$ cat config.mk
export PLATFORM = sky130hd
export DESIGN_NAME = link_quality_threshold_monitor
export DESIGN_NICKNAME = d
export VERILOG_FILES = /design/src/hw/lqm_pkg.sv /design/src/hw/lqm_compare.sv /design/src/hw/link_quality_threshold_monitor.sv
export SDC_FILE = /design/constraint.sdc
export NUM_CORES = 1
export LEC_CHECK = 0
export BUFFER_PORTS_ARGS = -buffer_cell sky130_fd_sc_hd__buf_4
export CAP_MARGIN = 20
export CORE_AREA = 2 2 143 145
export DETAILED_ROUTE_END_ITERATION = 6
export DIE_AREA = 0 0 145 147
export MAX_ROUTING_LAYER = met4
export PLACE_DENSITY = 0.82
export SKIP_CTS_REPAIR_TIMING = 1
export SYNTH_ARGS = -nofsm -noshare
export SYNTH_HDL_FRONTEND = slang
export SYNTH_SLANG_ARGS = --single-unit
export TNS_END_PERCENT = 100
$ cat constraint.sdc
create_clock -name aclk -period 3 [get_ports aclk]
set_input_delay 0.6 -clock aclk [delete_from_list [all_inputs] [get_ports aclk]]
set_output_delay 0.6 -clock aclk [all_outputs]
set_load 0.01 [all_outputs]
$ cat src/hw/lqm_pkg.sv
// constants for the link quality threshold monitor
package lqm_pkg;
	localparam int ADDR_W = 8;
	// register indices; the byte address is the index times four
	localparam logic [7:0] STATUS_IDX = 8'h1D;
	localparam logic [7:0] ACCESS_IDX = 8'h1E;
	localparam logic [7:0] CTRL_IDX = 8'h1F;
	localparam logic [7:0] STATUS_ADDR = 8'h74;
	localparam logic [7:0] ACCESS_ADDR = 8'h78;
	localparam logic [7:0] CTRL_ADDR = 8'h7C;
	localparam int NUM_PARAM = 6;
	localparam int NUM_FLAGS = 10;
	// status bit positions
	localparam int EQ_LO_BIT = 0;
	localparam int EQ_HI_BIT = 1;
	localparam int GC_LO_BIT = 2;
	localparam int GC_HI_BIT = 3;
	localparam int BW_LO_BIT = 4;
	// access register fields
	localparam int SAMPLE_BIT = 13;
	localparam int WSTROBE_BIT = 12;
	localparam int PSEL_HI = 11;
	localparam int PSEL_LO = 9;
	localparam int HILO_BIT = 8;
	localparam int DATA_HI = 7;
	// control register: bit0 interrupt enable, bit1 power down
	localparam int IRQ_EN_BIT = 0;
	localparam int PWRDN_BIT = 1;
	localparam logic [7:0] THR_LO_RST = 8'h00;
	localparam logic [7:0] THR_HI_RST = 8'hFF;
	localparam logic [7:0] DATA_RST = 8'h80;
	localparam logic [2:0] PSEL_RST = 3'h0;
	localparam logic [2:0] PSEL_MAX = 3'h5;
	localparam logic [1:0] RESP_OKAY = 2'h0;
	localparam logic [1:0] RESP_SLVERR = 2'h2;
endpackage

$ cat src/hw/lqm_compare.sv
// one parameter checked against its low and high thresholds
`timescale 1ns/1ps
`default_nettype none
module lqm_compare
(
	input wire logic signed [7:0] value,
	input wire logic signed [7:0] thr_lo,
	input wire logic signed [7:0] thr_hi,
	output logic below,
	output logic above
);
	assign below = value < thr_lo;
	assign above = value > thr_hi;
endmodule
`default_nettype wire

$ cat src/hw/link_quality_threshold_monitor.sv
// link quality monitor registers, thresholds and warning flags
//
// Function
// - equalizer above high threshold sets flag
// - equalizer below low threshold sets flag
// - gain above high threshold sets flag
// - gain below low threshold sets flag
// - wander below low threshold sets flag
// - warning bits read-only, clear on read
// - no threshold writes while powered down
// - access bits 15:14 read zero
// - sample bit returns live parameter
// - write strobe stores data to selected threshold
// - write strobe self-clears, reads zero
// - three-bit parameter select, six encodings
// - select steers sampling and threshold access
// - low/high bit picks threshold
// - data field: threshold or held sample
// - codes 100/101 address frequency control, variance
// - interrupt only when enabled
// - status read re-arms interrupt
//
// Our own choice: the AXI4-Lite interface to the registers.
`timescale 1ns/1ps
`default_nettype none
module link_quality_threshold_monitor
	import lqm_pkg::*;
(
	input wire logic aclk,
	input wire logic aresetn,
	input wire logic [7:0] awaddr,
	input wire logic awvalid,
	output logic awready,
	input wire logic [31:0] wdata,
	input wire logic [3:0] wstrb,
	input wire logic wvalid,
	output logic wready,
	output logic [1:0] bresp,
	output logic bvalid,
	input wire logic bready,
	input wire logic [7:0] araddr,
	input wire logic arvalid,
	output logic arready,
	output logic [31:0] rdata,
	output logic [1:0] rresp,
	output logic rvalid,
	input wire logic rready,
	input wire logic [7:0] equalizer_coefficient,
	input wire logic [7:0] gain_control_value,
	input wire logic [7:0] baseline_wander_value,
	input wire logic [7:0] freq_offset_value,
	input wire logic [7:0] freq_control_value,
	input wire logic [15:0] variance_upper_value,
	output logic irq
);
	////////////////////////////////////////////////////////////////////
	typedef enum {W_IDLE, W_RESP} wstate_t;
	wstate_t wst_r;
	logic aw_have_r;
	logic w_have_r;
	logic [7:0] aw_addr_r;
	logic [31:0] w_data_r;
	logic [3:0] w_strb_r;
	logic [7:0] thr_r [NUM_PARAM*2];
	logic [NUM_FLAGS-1:0] flags_r;
	logic [2:0] psel_r;
	logic hilo_r;
	logic sample_r;
	logic [7:0] sampled_r;
	logic irq_en_r;
	logic pwrdn_r;
	logic armed_r;
	logic [7:0] live [NUM_PARAM*2];
	logic [NUM_FLAGS-1:0] viol;
	logic wr_fire;
	logic rd_fire;
	logic status_rd;
	logic [31:0] rd_word;
	logic rd_ok;

	// slot index: parameter * 2 + low/high
	function automatic logic [3:0] slot(input logic [2:0] p, input logic h);
		slot = {p, h};
	endfunction

	function automatic logic mapped(input logic [7:0] a);
		mapped = (a == STATUS_ADDR) || (a == ACCESS_ADDR) || (a == CTRL_ADDR);
	endfunction

	////////////////////////////////////////////////////////////////////
	// slot pairs share one live value, except variance: its low and
	// high slots are its two upper bytes; no variance comparator here
	assign live[0] = equalizer_coefficient;
	assign live[2] = gain_control_value;
	assign live[4] = baseline_wander_value;
	assign live[6] = freq_offset_value;
	assign live[8] = freq_control_value;
	assign live[10] = variance_upper_value[7:0];
	assign live[1] = live[0];
	assign live[3] = live[2];
	assign live[5] = live[4];
	assign live[7] = live[6];
	assign live[9] = live[8];
	assign live[11] = variance_upper_value[15:8];

	genvar g;
	generate
		for (g = 0; g < NUM_FLAGS/2; g++)
		begin : cmp
			lqm_compare u_cmp
			(
				.value(live[2*g]),
				.thr_lo(thr_r[2*g]),
				.thr_hi(thr_r[2*g+1]),
				.below(viol[2*g]),
				.above(viol[2*g+1])
			);
		end
	endgenerate

	////////////////////////////////////////////////////////////////////
	// write channel: address and data taken in either order
	assign wr_fire = aw_have_r && w_have_r && (wst_r == W_IDLE);

	always_ff @(posedge aclk)
	begin
		if (!aresetn)
		begin
			aw_have_r <= 1'b0;
			aw_addr_r <= 8'h00;
			awready <= 1'b0;
		end
		else if (wr_fire)
		begin
			aw_have_r <= 1'b0;
			awready <= 1'b0;
		end
		else if (awvalid && awready)
		begin
			aw_have_r <= 1'b1;
			aw_addr_r <= awaddr;
			awready <= 1'b0;
		end
		else
			awready <= !aw_have_r && (wst_r == W_IDLE);
	end

	always_ff @(posedge aclk)
	begin
		if (!aresetn)
		begin
			w_have_r <= 1'b0;
			w_data_r <= 32'h00000000;
			w_strb_r <= 4'h0;
			wready <= 1'b0;
		end
		else if (wr_fire)
		begin
			w_have_r <= 1'b0;
			wready <= 1'b0;
		end
		else if (wvalid && wready)
		begin
			w_have_r <= 1'b1;
			w_data_r <= wdata;
			w_strb_r <= wstrb;
			wready <= 1'b0;
		end
		else
			wready <= !w_have_r && (wst_r == W_IDLE);
	end

	always_ff @(posedge aclk)
	begin
		if (!aresetn)
		begin
			wst_r <= W_IDLE;
			bvalid <= 1'b0;
			bresp <= RESP_OKAY;
		end
		else
		begin
			case (wst_r)
				W_IDLE:
					if (wr_fire)
					begin
						wst_r <= W_RESP;
						bvalid <= 1'b1;
						bresp <= mapped(aw_addr_r) ? RESP_OKAY : RESP_SLVERR;
					end
				W_RESP:
					if (bready)
					begin
						wst_r <= W_IDLE;
						bvalid <= 1'b0;
					end
				default:
					wst_r <= W_IDLE;
			endcase
		end
	end

	////////////////////////////////////////////////////////////////////
	// access register fields; only the low two byte lanes matter
	logic acc_wr;
	logic ctl_wr;
	assign acc_wr = wr_fire && (aw_addr_r == ACCESS_ADDR);
	assign ctl_wr = wr_fire && (aw_addr_r == CTRL_ADDR) && w_strb_r[0];

	always_ff @(posedge aclk)
	begin
		if (!aresetn)
		begin
			psel_r <= PSEL_RST;
			hilo_r <= 1'b0;
			sample_r <= 1'b0;
		end
		else if (acc_wr)
		begin
			if (w_strb_r[1])
			begin
				psel_r <= w_data_r[PSEL_HI:PSEL_LO];
				hilo_r <= w_data_r[HILO_BIT];
				sample_r <= w_data_r[SAMPLE_BIT];
			end
		end
	end

	always_ff @(posedge aclk)
	begin
		if (!aresetn)
		begin
			irq_en_r <= 1'b0;
			pwrdn_r <= 1'b0;
		end
		else if (ctl_wr)
		begin
			irq_en_r <= w_data_r[IRQ_EN_BIT];
			pwrdn_r <= w_data_r[PWRDN_BIT];
		end
	end

	// strobe stores the data byte into the selected slot
	// codes 4 and 5 reach slots 8..11
	// strobe is never stored, so it reads zero
	always_ff @(posedge aclk)
	begin
		if (!aresetn)
		begin
			for (int i = 0; i < NUM_PARAM; i++)
			begin
				thr_r[2*i] <= THR_LO_RST;
				thr_r[2*i+1] <= THR_HI_RST;
			end
		end
		else if (acc_wr && w_strb_r[1] && w_strb_r[0] &&
			w_data_r[WSTROBE_BIT] && !pwrdn_r &&
			(w_data_r[PSEL_HI:PSEL_LO] <= PSEL_MAX))
			thr_r[slot(w_data_r[PSEL_HI:PSEL_LO], w_data_r[HILO_BIT])]
				<= w_data_r[DATA_HI:0];
	end

	////////////////////////////////////////////////////////////////////
	// read channel, one cycle after address acceptance
	assign rd_fire = arvalid && arready;
	assign status_rd = rd_fire && (araddr == STATUS_ADDR);

	always_comb
	begin
		rd_word = 32'h00000000;
		rd_ok = 1'b1;
		case (araddr)
			STATUS_ADDR:
				rd_word[NUM_FLAGS-1:0] = flags_r;
			ACCESS_ADDR:
			begin
				rd_word[SAMPLE_BIT] = sample_r;
				rd_word[PSEL_HI:PSEL_LO] = psel_r;
				rd_word[HILO_BIT] = hilo_r;
				rd_word[DATA_HI:0] = sample_r ? sampled_r :
					((psel_r <= PSEL_MAX) ? thr_r[slot(psel_r, hilo_r)] : 8'h00);
			end
			CTRL_ADDR:
			begin
				rd_word[IRQ_EN_BIT] = irq_en_r;
				rd_word[PWRDN_BIT] = pwrdn_r;
			end
			default:
				rd_ok = 1'b0;
		endcase
	end

	always_ff @(posedge aclk)
	begin
		if (!aresetn)
		begin
			arready <= 1'b0;
			rvalid <= 1'b0;
			rdata <= 32'h00000000;
			rresp <= RESP_OKAY;
		end
		else if (rvalid)
		begin
			arready <= 1'b0;
			if (rready)
				rvalid <= 1'b0;
		end
		else if (rd_fire)
		begin
			arready <= 1'b0;
			rvalid <= 1'b1;
			rdata <= rd_word;
			rresp <= rd_ok ? RESP_OKAY : RESP_SLVERR;
		end
		else
			arready <= 1'b1;
	end

	// sample taken when the sample bit is written to one
	always_ff @(posedge aclk)
	begin
		if (!aresetn)
			sampled_r <= 8'h00;
		else if (acc_wr && w_strb_r[1] && w_data_r[SAMPLE_BIT] &&
			(w_data_r[PSEL_HI:PSEL_LO] <= PSEL_MAX))
			sampled_r <= live[slot(w_data_r[PSEL_HI:PSEL_LO],
				w_data_r[HILO_BIT])];
	end

	////////////////////////////////////////////////////////////////////
	// sticky flags, set beats clear-on-read
	always_ff @(posedge aclk)
	begin
		if (!aresetn)
			flags_r <= '0;
		else if (status_rd)
			flags_r <= viol;
		else
			flags_r <= flags_r | viol;
	end

	// one interrupt per arming, re-armed by status read
	always_ff @(posedge aclk)
	begin
		if (!aresetn)
		begin
			armed_r <= 1'b1;
			irq <= 1'b0;
		end
		else if (status_rd)
		begin
			armed_r <= 1'b1;
			irq <= 1'b0;
		end
		else if (armed_r && irq_en_r && (|flags_r))
		begin
			armed_r <= 1'b0;
			irq <= 1'b1;
		end
	end

	////////////////////////////////////////////////////////////////////
	// set flag stays until read
	a_flag_sticky: assert property (@(posedge aclk)
		disable iff (!aresetn) (|flags_r) && !status_rd |=> (|flags_r))
		else $error("warning flag lost without status read");
	a_eq_high: assert property (@(posedge aclk)
		disable iff (!aresetn) viol[EQ_HI_BIT] |=> flags_r[EQ_HI_BIT])
		else $error("equalizer high flag not set");
	a_eq_low: assert property (@(posedge aclk)
		disable iff (!aresetn) viol[EQ_LO_BIT] |=> flags_r[EQ_LO_BIT])
		else $error("equalizer low flag not set");
	a_gain_high: assert property (@(posedge aclk)
		disable iff (!aresetn)
		($signed(gain_control_value) > $signed(thr_r[3]))
		|=> flags_r[GC_HI_BIT])
		else $error("gain high flag not set");
	a_gain_low: assert property (@(posedge aclk)
		disable iff (!aresetn)
		($signed(gain_control_value) < $signed(thr_r[2]))
		|=> flags_r[GC_LO_BIT])
		else $error("gain low flag not set");
	a_wander_low: assert property (@(posedge aclk)
		disable iff (!aresetn)
		($signed(baseline_wander_value) < $signed(thr_r[4]))
		|=> flags_r[BW_LO_BIT])
		else $error("wander low flag not set");
	a_read_clears: assert property (@(posedge aclk)
		disable iff (!aresetn) status_rd && !(|viol) |=> flags_r == '0)
		else $error("status read did not clear flags");
	a_pwrdn_hold: assert property (@(posedge aclk)
		disable iff (!aresetn)
		pwrdn_r && !ctl_wr |=> thr_r[0] == $past(thr_r[0]))
		else $error("threshold changed while powered down");
	a_irq_gated: assert property (@(posedge aclk)
		disable iff (!aresetn) !irq_en_r && !irq |=> !irq)
		else $error("interrupt raised while disabled");
	a_read_rearm: assert property (@(posedge aclk)
		disable iff (!aresetn) status_rd |=> armed_r && !irq)
		else $error("status read did not re-arm");
	a_top_zero: assert property (@(posedge aclk)
		disable iff (!aresetn)
		rvalid && $past(araddr) == ACCESS_ADDR && $rose(rvalid)
		|-> rdata[15:14] == 2'h0 && rdata[WSTROBE_BIT] == 1'b0)
		else $error("reserved or strobe bit read non-zero");

	c_status_read: cover property (@(posedge aclk) status_rd && (|flags_r));
	c_irq: cover property (@(posedge aclk) $rose(irq));
	c_write: cover property (@(posedge aclk) acc_wr && w_data_r[WSTROBE_BIT]);
	c_sample: cover property (@(posedge aclk) rvalid && sample_r);
endmodule
`default_nettype wire

# Word level (Yosys, flattened, before mapping)
# Memories as Yosys holds them, arrays and structs flattened. A register that Yosys moved wholly into a read port is not among the register bits.
# Cells that the tools add are included.
[word_totals]
output_inout_bits = 42
reg_bits = 107
ram_bits = 96
wordCells = 126
n_memories = 1
in_bits = 115
[op_classes]
mux = 32
bitwise = 5
n_reduce_logical = 43
order_cmp = 13
n_eq_ne = 9
[mem_list]
columns = ["name", "words", "word_bits", "rd", "rd_clocked_by_memory_dff", "write_ports", "line_no", "text"]
rows = [
  ["thr_r", 12, 8, 11, 1, 12, "link_quality_threshold_monitor.sv:64", "logic [7:0] thr_r [NUM_PARAM*2];"],
]
[ops]
columns = ["cell", "n"]
rows = [
  ["$logic_not 32->1", 2],
  ["$mux 32", 2],
  ["$pmux 32 s2", 1],
  ["$eq 8x7->1 const B", 6],
  ["$gt 8x8->1", 5],
  ["$lt 8x8->1", 5],
  ["$mux 8", 5],
  ["$bmux 8 s4", 1],
  ["$eq 32x1->1 const B", 1],
  ["$logic_and 1x1->1", 20],
  ["$pmux 8 s2", 1],
  ["$mux 1", 13],
  ["$mux 4", 3],
  ["$reduce_and 2->1", 6],
  ["$mux 10", 1],
  ["$or 10x10->10", 1],
  ["$reduce_or 10->1", 1],
  ["$reduce_or 3->1", 3],
  ["$reduce_or 8->1", 1],
  ["$le 3x3->1 const B", 2],
  ["$mux 2", 3],
  ["$pmux 2 s3", 1],
  ["$reduce_or 2->1", 3],
  ["$ge 5x5->1 const B", 1],
  ["8 further kinds", 14],
]

# Depth between registers and ports, before layout
[depth]
word_depth = 13
ltp_mapped = 8
depth_no_buf = 7

# By module
# From an unflattened synthesis, not the netlist that was laid out.
[unflattened]
cells_unflattened = 1048
hier_area_um2 = 11352.1
[modules_own_cells]
columns = ["module", "seq_area_each_um2", "area_each_um2", "instances", "cells_per_inst"]
rows = [
  ["link_quality_threshold_monitor", 5385.2, 9412.8, 1, 768],
  ["lqm_compare", 0.0, 387.9, 5, 56],
]

# Worst setup path after synthesis
# No wires, ideal clock.
[synth_path]
path_kind = "register -> register"
start = "register bvalid (netlist name)"
end = "memory thr_r[9][0] (enable)"
path_stages_with_launch = 9
setup_time_ps = 334
setup_slack_ps = 861
arrival_time_ps = 1805
synth_period_minus_slack_ps = 2139
path_buffers = 3
t_required_ps = 2666
path_cell_list = "dfxtp_1 > and3b_1 > clkbuf_1 > nand4_2 > nor3b_2 > buf_2 > and2_0 > buf_2 > nand2b_1"
[synth_lines]
columns = ["element", "line_no"]
rows = [
  ["end: declaration", "link_quality_threshold_monitor.sv:64"],
]

==> results.cfg <==
[clock_tree]
clk_latency_ns = 0.53
cts.sinks = 205
htree_num_levels = 1
clock_path_buffers = 3
cts_tree = done
clk_pin_slew_ns = 0.07
cts_made_buffers = 22
root_buffer = clkbuf_16

[placed_design]
gp_congestion = 1.00
portBuffers = 115
pre_cts_slack_ns = 0.637
dp_hpwl_mm = 22.2
placed_area_um2 = 12300

[timing]
slew_headroom_pct = 40.7
max_freq_mhz = 412
finalSetupViolCount = 0
tightest_slew_ns = 0.888
rsz0062_at_grt = no
fin_ws_ns = 0.574
period_share_pct = 80.9
period_minus_slack_ns = 2.43
finalHoldViolCount = 0
finalSetupTns_ns = 0
clock_skew_ns = 0.0285
slew_violations = 0

[finish]
diodes = 0
area_growth_pct = 16.1
num-nets-final = 1314
drive_gt1_share_pct = 21.7
final_area_um2 = 13100

[setup_path]
required_ns = 3.18
worstSetupStartpointType = register
critPathKind = register to register
critPathArrivalTime_ns = 2.61
cp-end-kind = register
worst-path-max-fanout = 8

[pwr]
pwr-share-comb_pct = 9.3
p_int_mw = 4.89
ir_worst_vdd_v = 0.000356
p_clk_share_pct = 41.6
switching_share_pct = 24.5
p_leak_nw = 5.55
seqPwrFrac_pct = 49.1
p_sw_mw = 1.59
power_density_nw_per_um2 = 496

[logic_synthesis]
synth_edf_count = 128
syn_area_um2 = 11300
ys.flop_type = edfxtp_1
synth_area_per_cell_um2 = 11.3
yosys_warnings = 0
ys_types = 66
ys_seq_area_share_pct = 47.8
synth-async-reset-ratio_pct = 0
synthCells = 993
ys_ff_latch = 205

[global_route]
grtUsageTotal_pct = 29.0
grt_start_max_net_pins = 41
grt_pass1_vias = 8010
grt_pass1_wl_mm = 45.9
antenna_found_initial = 0
grt_overflow = 0

[detailed_routing]
via_count = 8273
ant_nets = 0
routed_wl_mm = 30.0
first_iter_violations = 791
vias_per_cell = 5.87
avgRoutedWirePerCell_um = 21.3
firstDrtPassIters = 6
drcViolationCount = 0

[die]
core_um2 = 19800
io_pins = 157
die_area_um2 = 21300
chipHeight_um = 147
start_util_pct = 56.7
die_w_um = 145
core.rowCount = 52

[worst_hold_path]
hp-class = input port to register

[status]
status = finished, final reports clean

[flow_run]
maxCapViolations = 0
## kinds of logic (layout without fill, tap and decap cells)
| kind of cell | Yosys count | count (layout) | share of synthesized area [%] |
|---|---|---|---|
| AOI/OAI and AO/OA | 161 | 161 | 8.78 |
| adders and majority gates | 75 | 75 | 8.34 |
| and+or+nand+nor | 315 | 315 | 16.1 |
| muxes | 79 | 79 | 12.2 |
| other | 1 | 53 | 0.0333 |
| buffers and inverters | 157 | 251 | 6.69 |
| DFF | 205 | 205 | 47.8 |
## cell usage after synthesis (8+ instances only)
cell	n	share of area, %
a21oi_1	72	3.2
a221oi_1	8	0.62
and3_1	57	3.2
buf_2	10	0.44
buf_4	26	1.7
clkbuf_1	33	1.1
dfxtp_1	77	14
edfxtp_1	128	34
ha_1	75	8.3
inv_1	78	2.6
mux2_2	18	1.8
mux2i_1	21	1.9
mux4_1	16	3.7
mux4_2	24	4.8
nand2_1	76	2.5
nand2b_1	26	1.4
nand3_1	12	0.53
nand4_1	12	0.67
nor2_1	43	1.4
nor2b_1	23	1.3
o21ai_0	27	1.2
o22ai_1	11	0.61
or2_1	18	1.0
or2_2	15	0.83
## through the flow
stage	utilization, %	power, mW	hold WS [ns]	instances
floorplan	-	3.55	0.432	1045
global placement	62.2	3.80	0.441	1370
detailed placement	62.2	3.82	0.448	1370
CTS	65.9	6.49	0.295	1409
global route	65.9	6.67	0.314	1409
finish	65.9	6.48	0.304	1409
## layer usage
layer | GRT usage [%] | vias to the layer above | wire length (µm)
li1 | - | 3825 | -
met5 | - | - | 0
met1 | 39.2 | 3958 | 12600
met4 | 9.46 | 0 | 928
met3 | 5.90 | 70 | 2830
met2 | 44.3 | 420 | 13700
## flip-flops by register name, indices dropped and copies added (netlist names), 2 cells and up, named ones only
name	flops
flags_r	10
psel_r	3
w_strb_r	2
thr_r	128
aw_addr_r	8
rdata	13
w_data_r	14
sampled_r	8
## worst paths after layout
check	endpoint	startpoint	depth (start not counted)	slack, ns
max	thr_r[11][2]	aw_addr_r[0]	5	0.57
min	aw_addr_r[7]	awaddr[7]	3	0.30
max reg2reg	thr_r[11][2]	aw_addr_r[0]	5	0.57
min reg2reg	rdata[9]	rdata[9]	2	0.46
## cells in the final DEF, fill, tap and decap left out, types with 15 or more instances in the layout
cell type	instances
mux2i_1	21
and3_1	57
mux4_2	24
nor2b_1	23
nor2_1	43
dfxtp_1	76
o21ai_0	27
conb_1	53
a21oi_1	72
mux4_1	16
or2_2	15
ha_1	75
inv_1	78
mux2_2	18
clkbuf_16	22
buf_4	132
nand2_1	76
nand2b_1	26
edfxtp_1	128
or2_1	18
## critical path, stage by stage (launching register included)
cell and delay (ns):
dfxtp_1 0.34, nor4b_4 0.45, nand4_2 0.23, nor3b_2 0.44, and3_1 0.25, nand2b_1 0.37
## final cells by class
type                            count  area, µm²
Timing Repair Buffer              133       1010
Fill cell                        1502       6780
Inverter                           79        297
Sequential cell                   205       5390
Multi-Input combinational cell    683       5310
Clock buffer                       22        551
Tap cell                          270        338
Clock inverter                     17        173
## power by group through the flow
stage / clock network, mW / logic, mW / registers, mW
floorplan: 0 / 0.364 / 3.19
global placement: 0 / 0.568 / 3.23
detailed placement: 0 / 0.584 / 3.24
CTS: 2.72 / 0.590 / 3.18
global route: 2.82 / 0.653 / 3.19
finish: 2.70 / 0.601 / 3.18
Power figures use the tool's default switching activity.
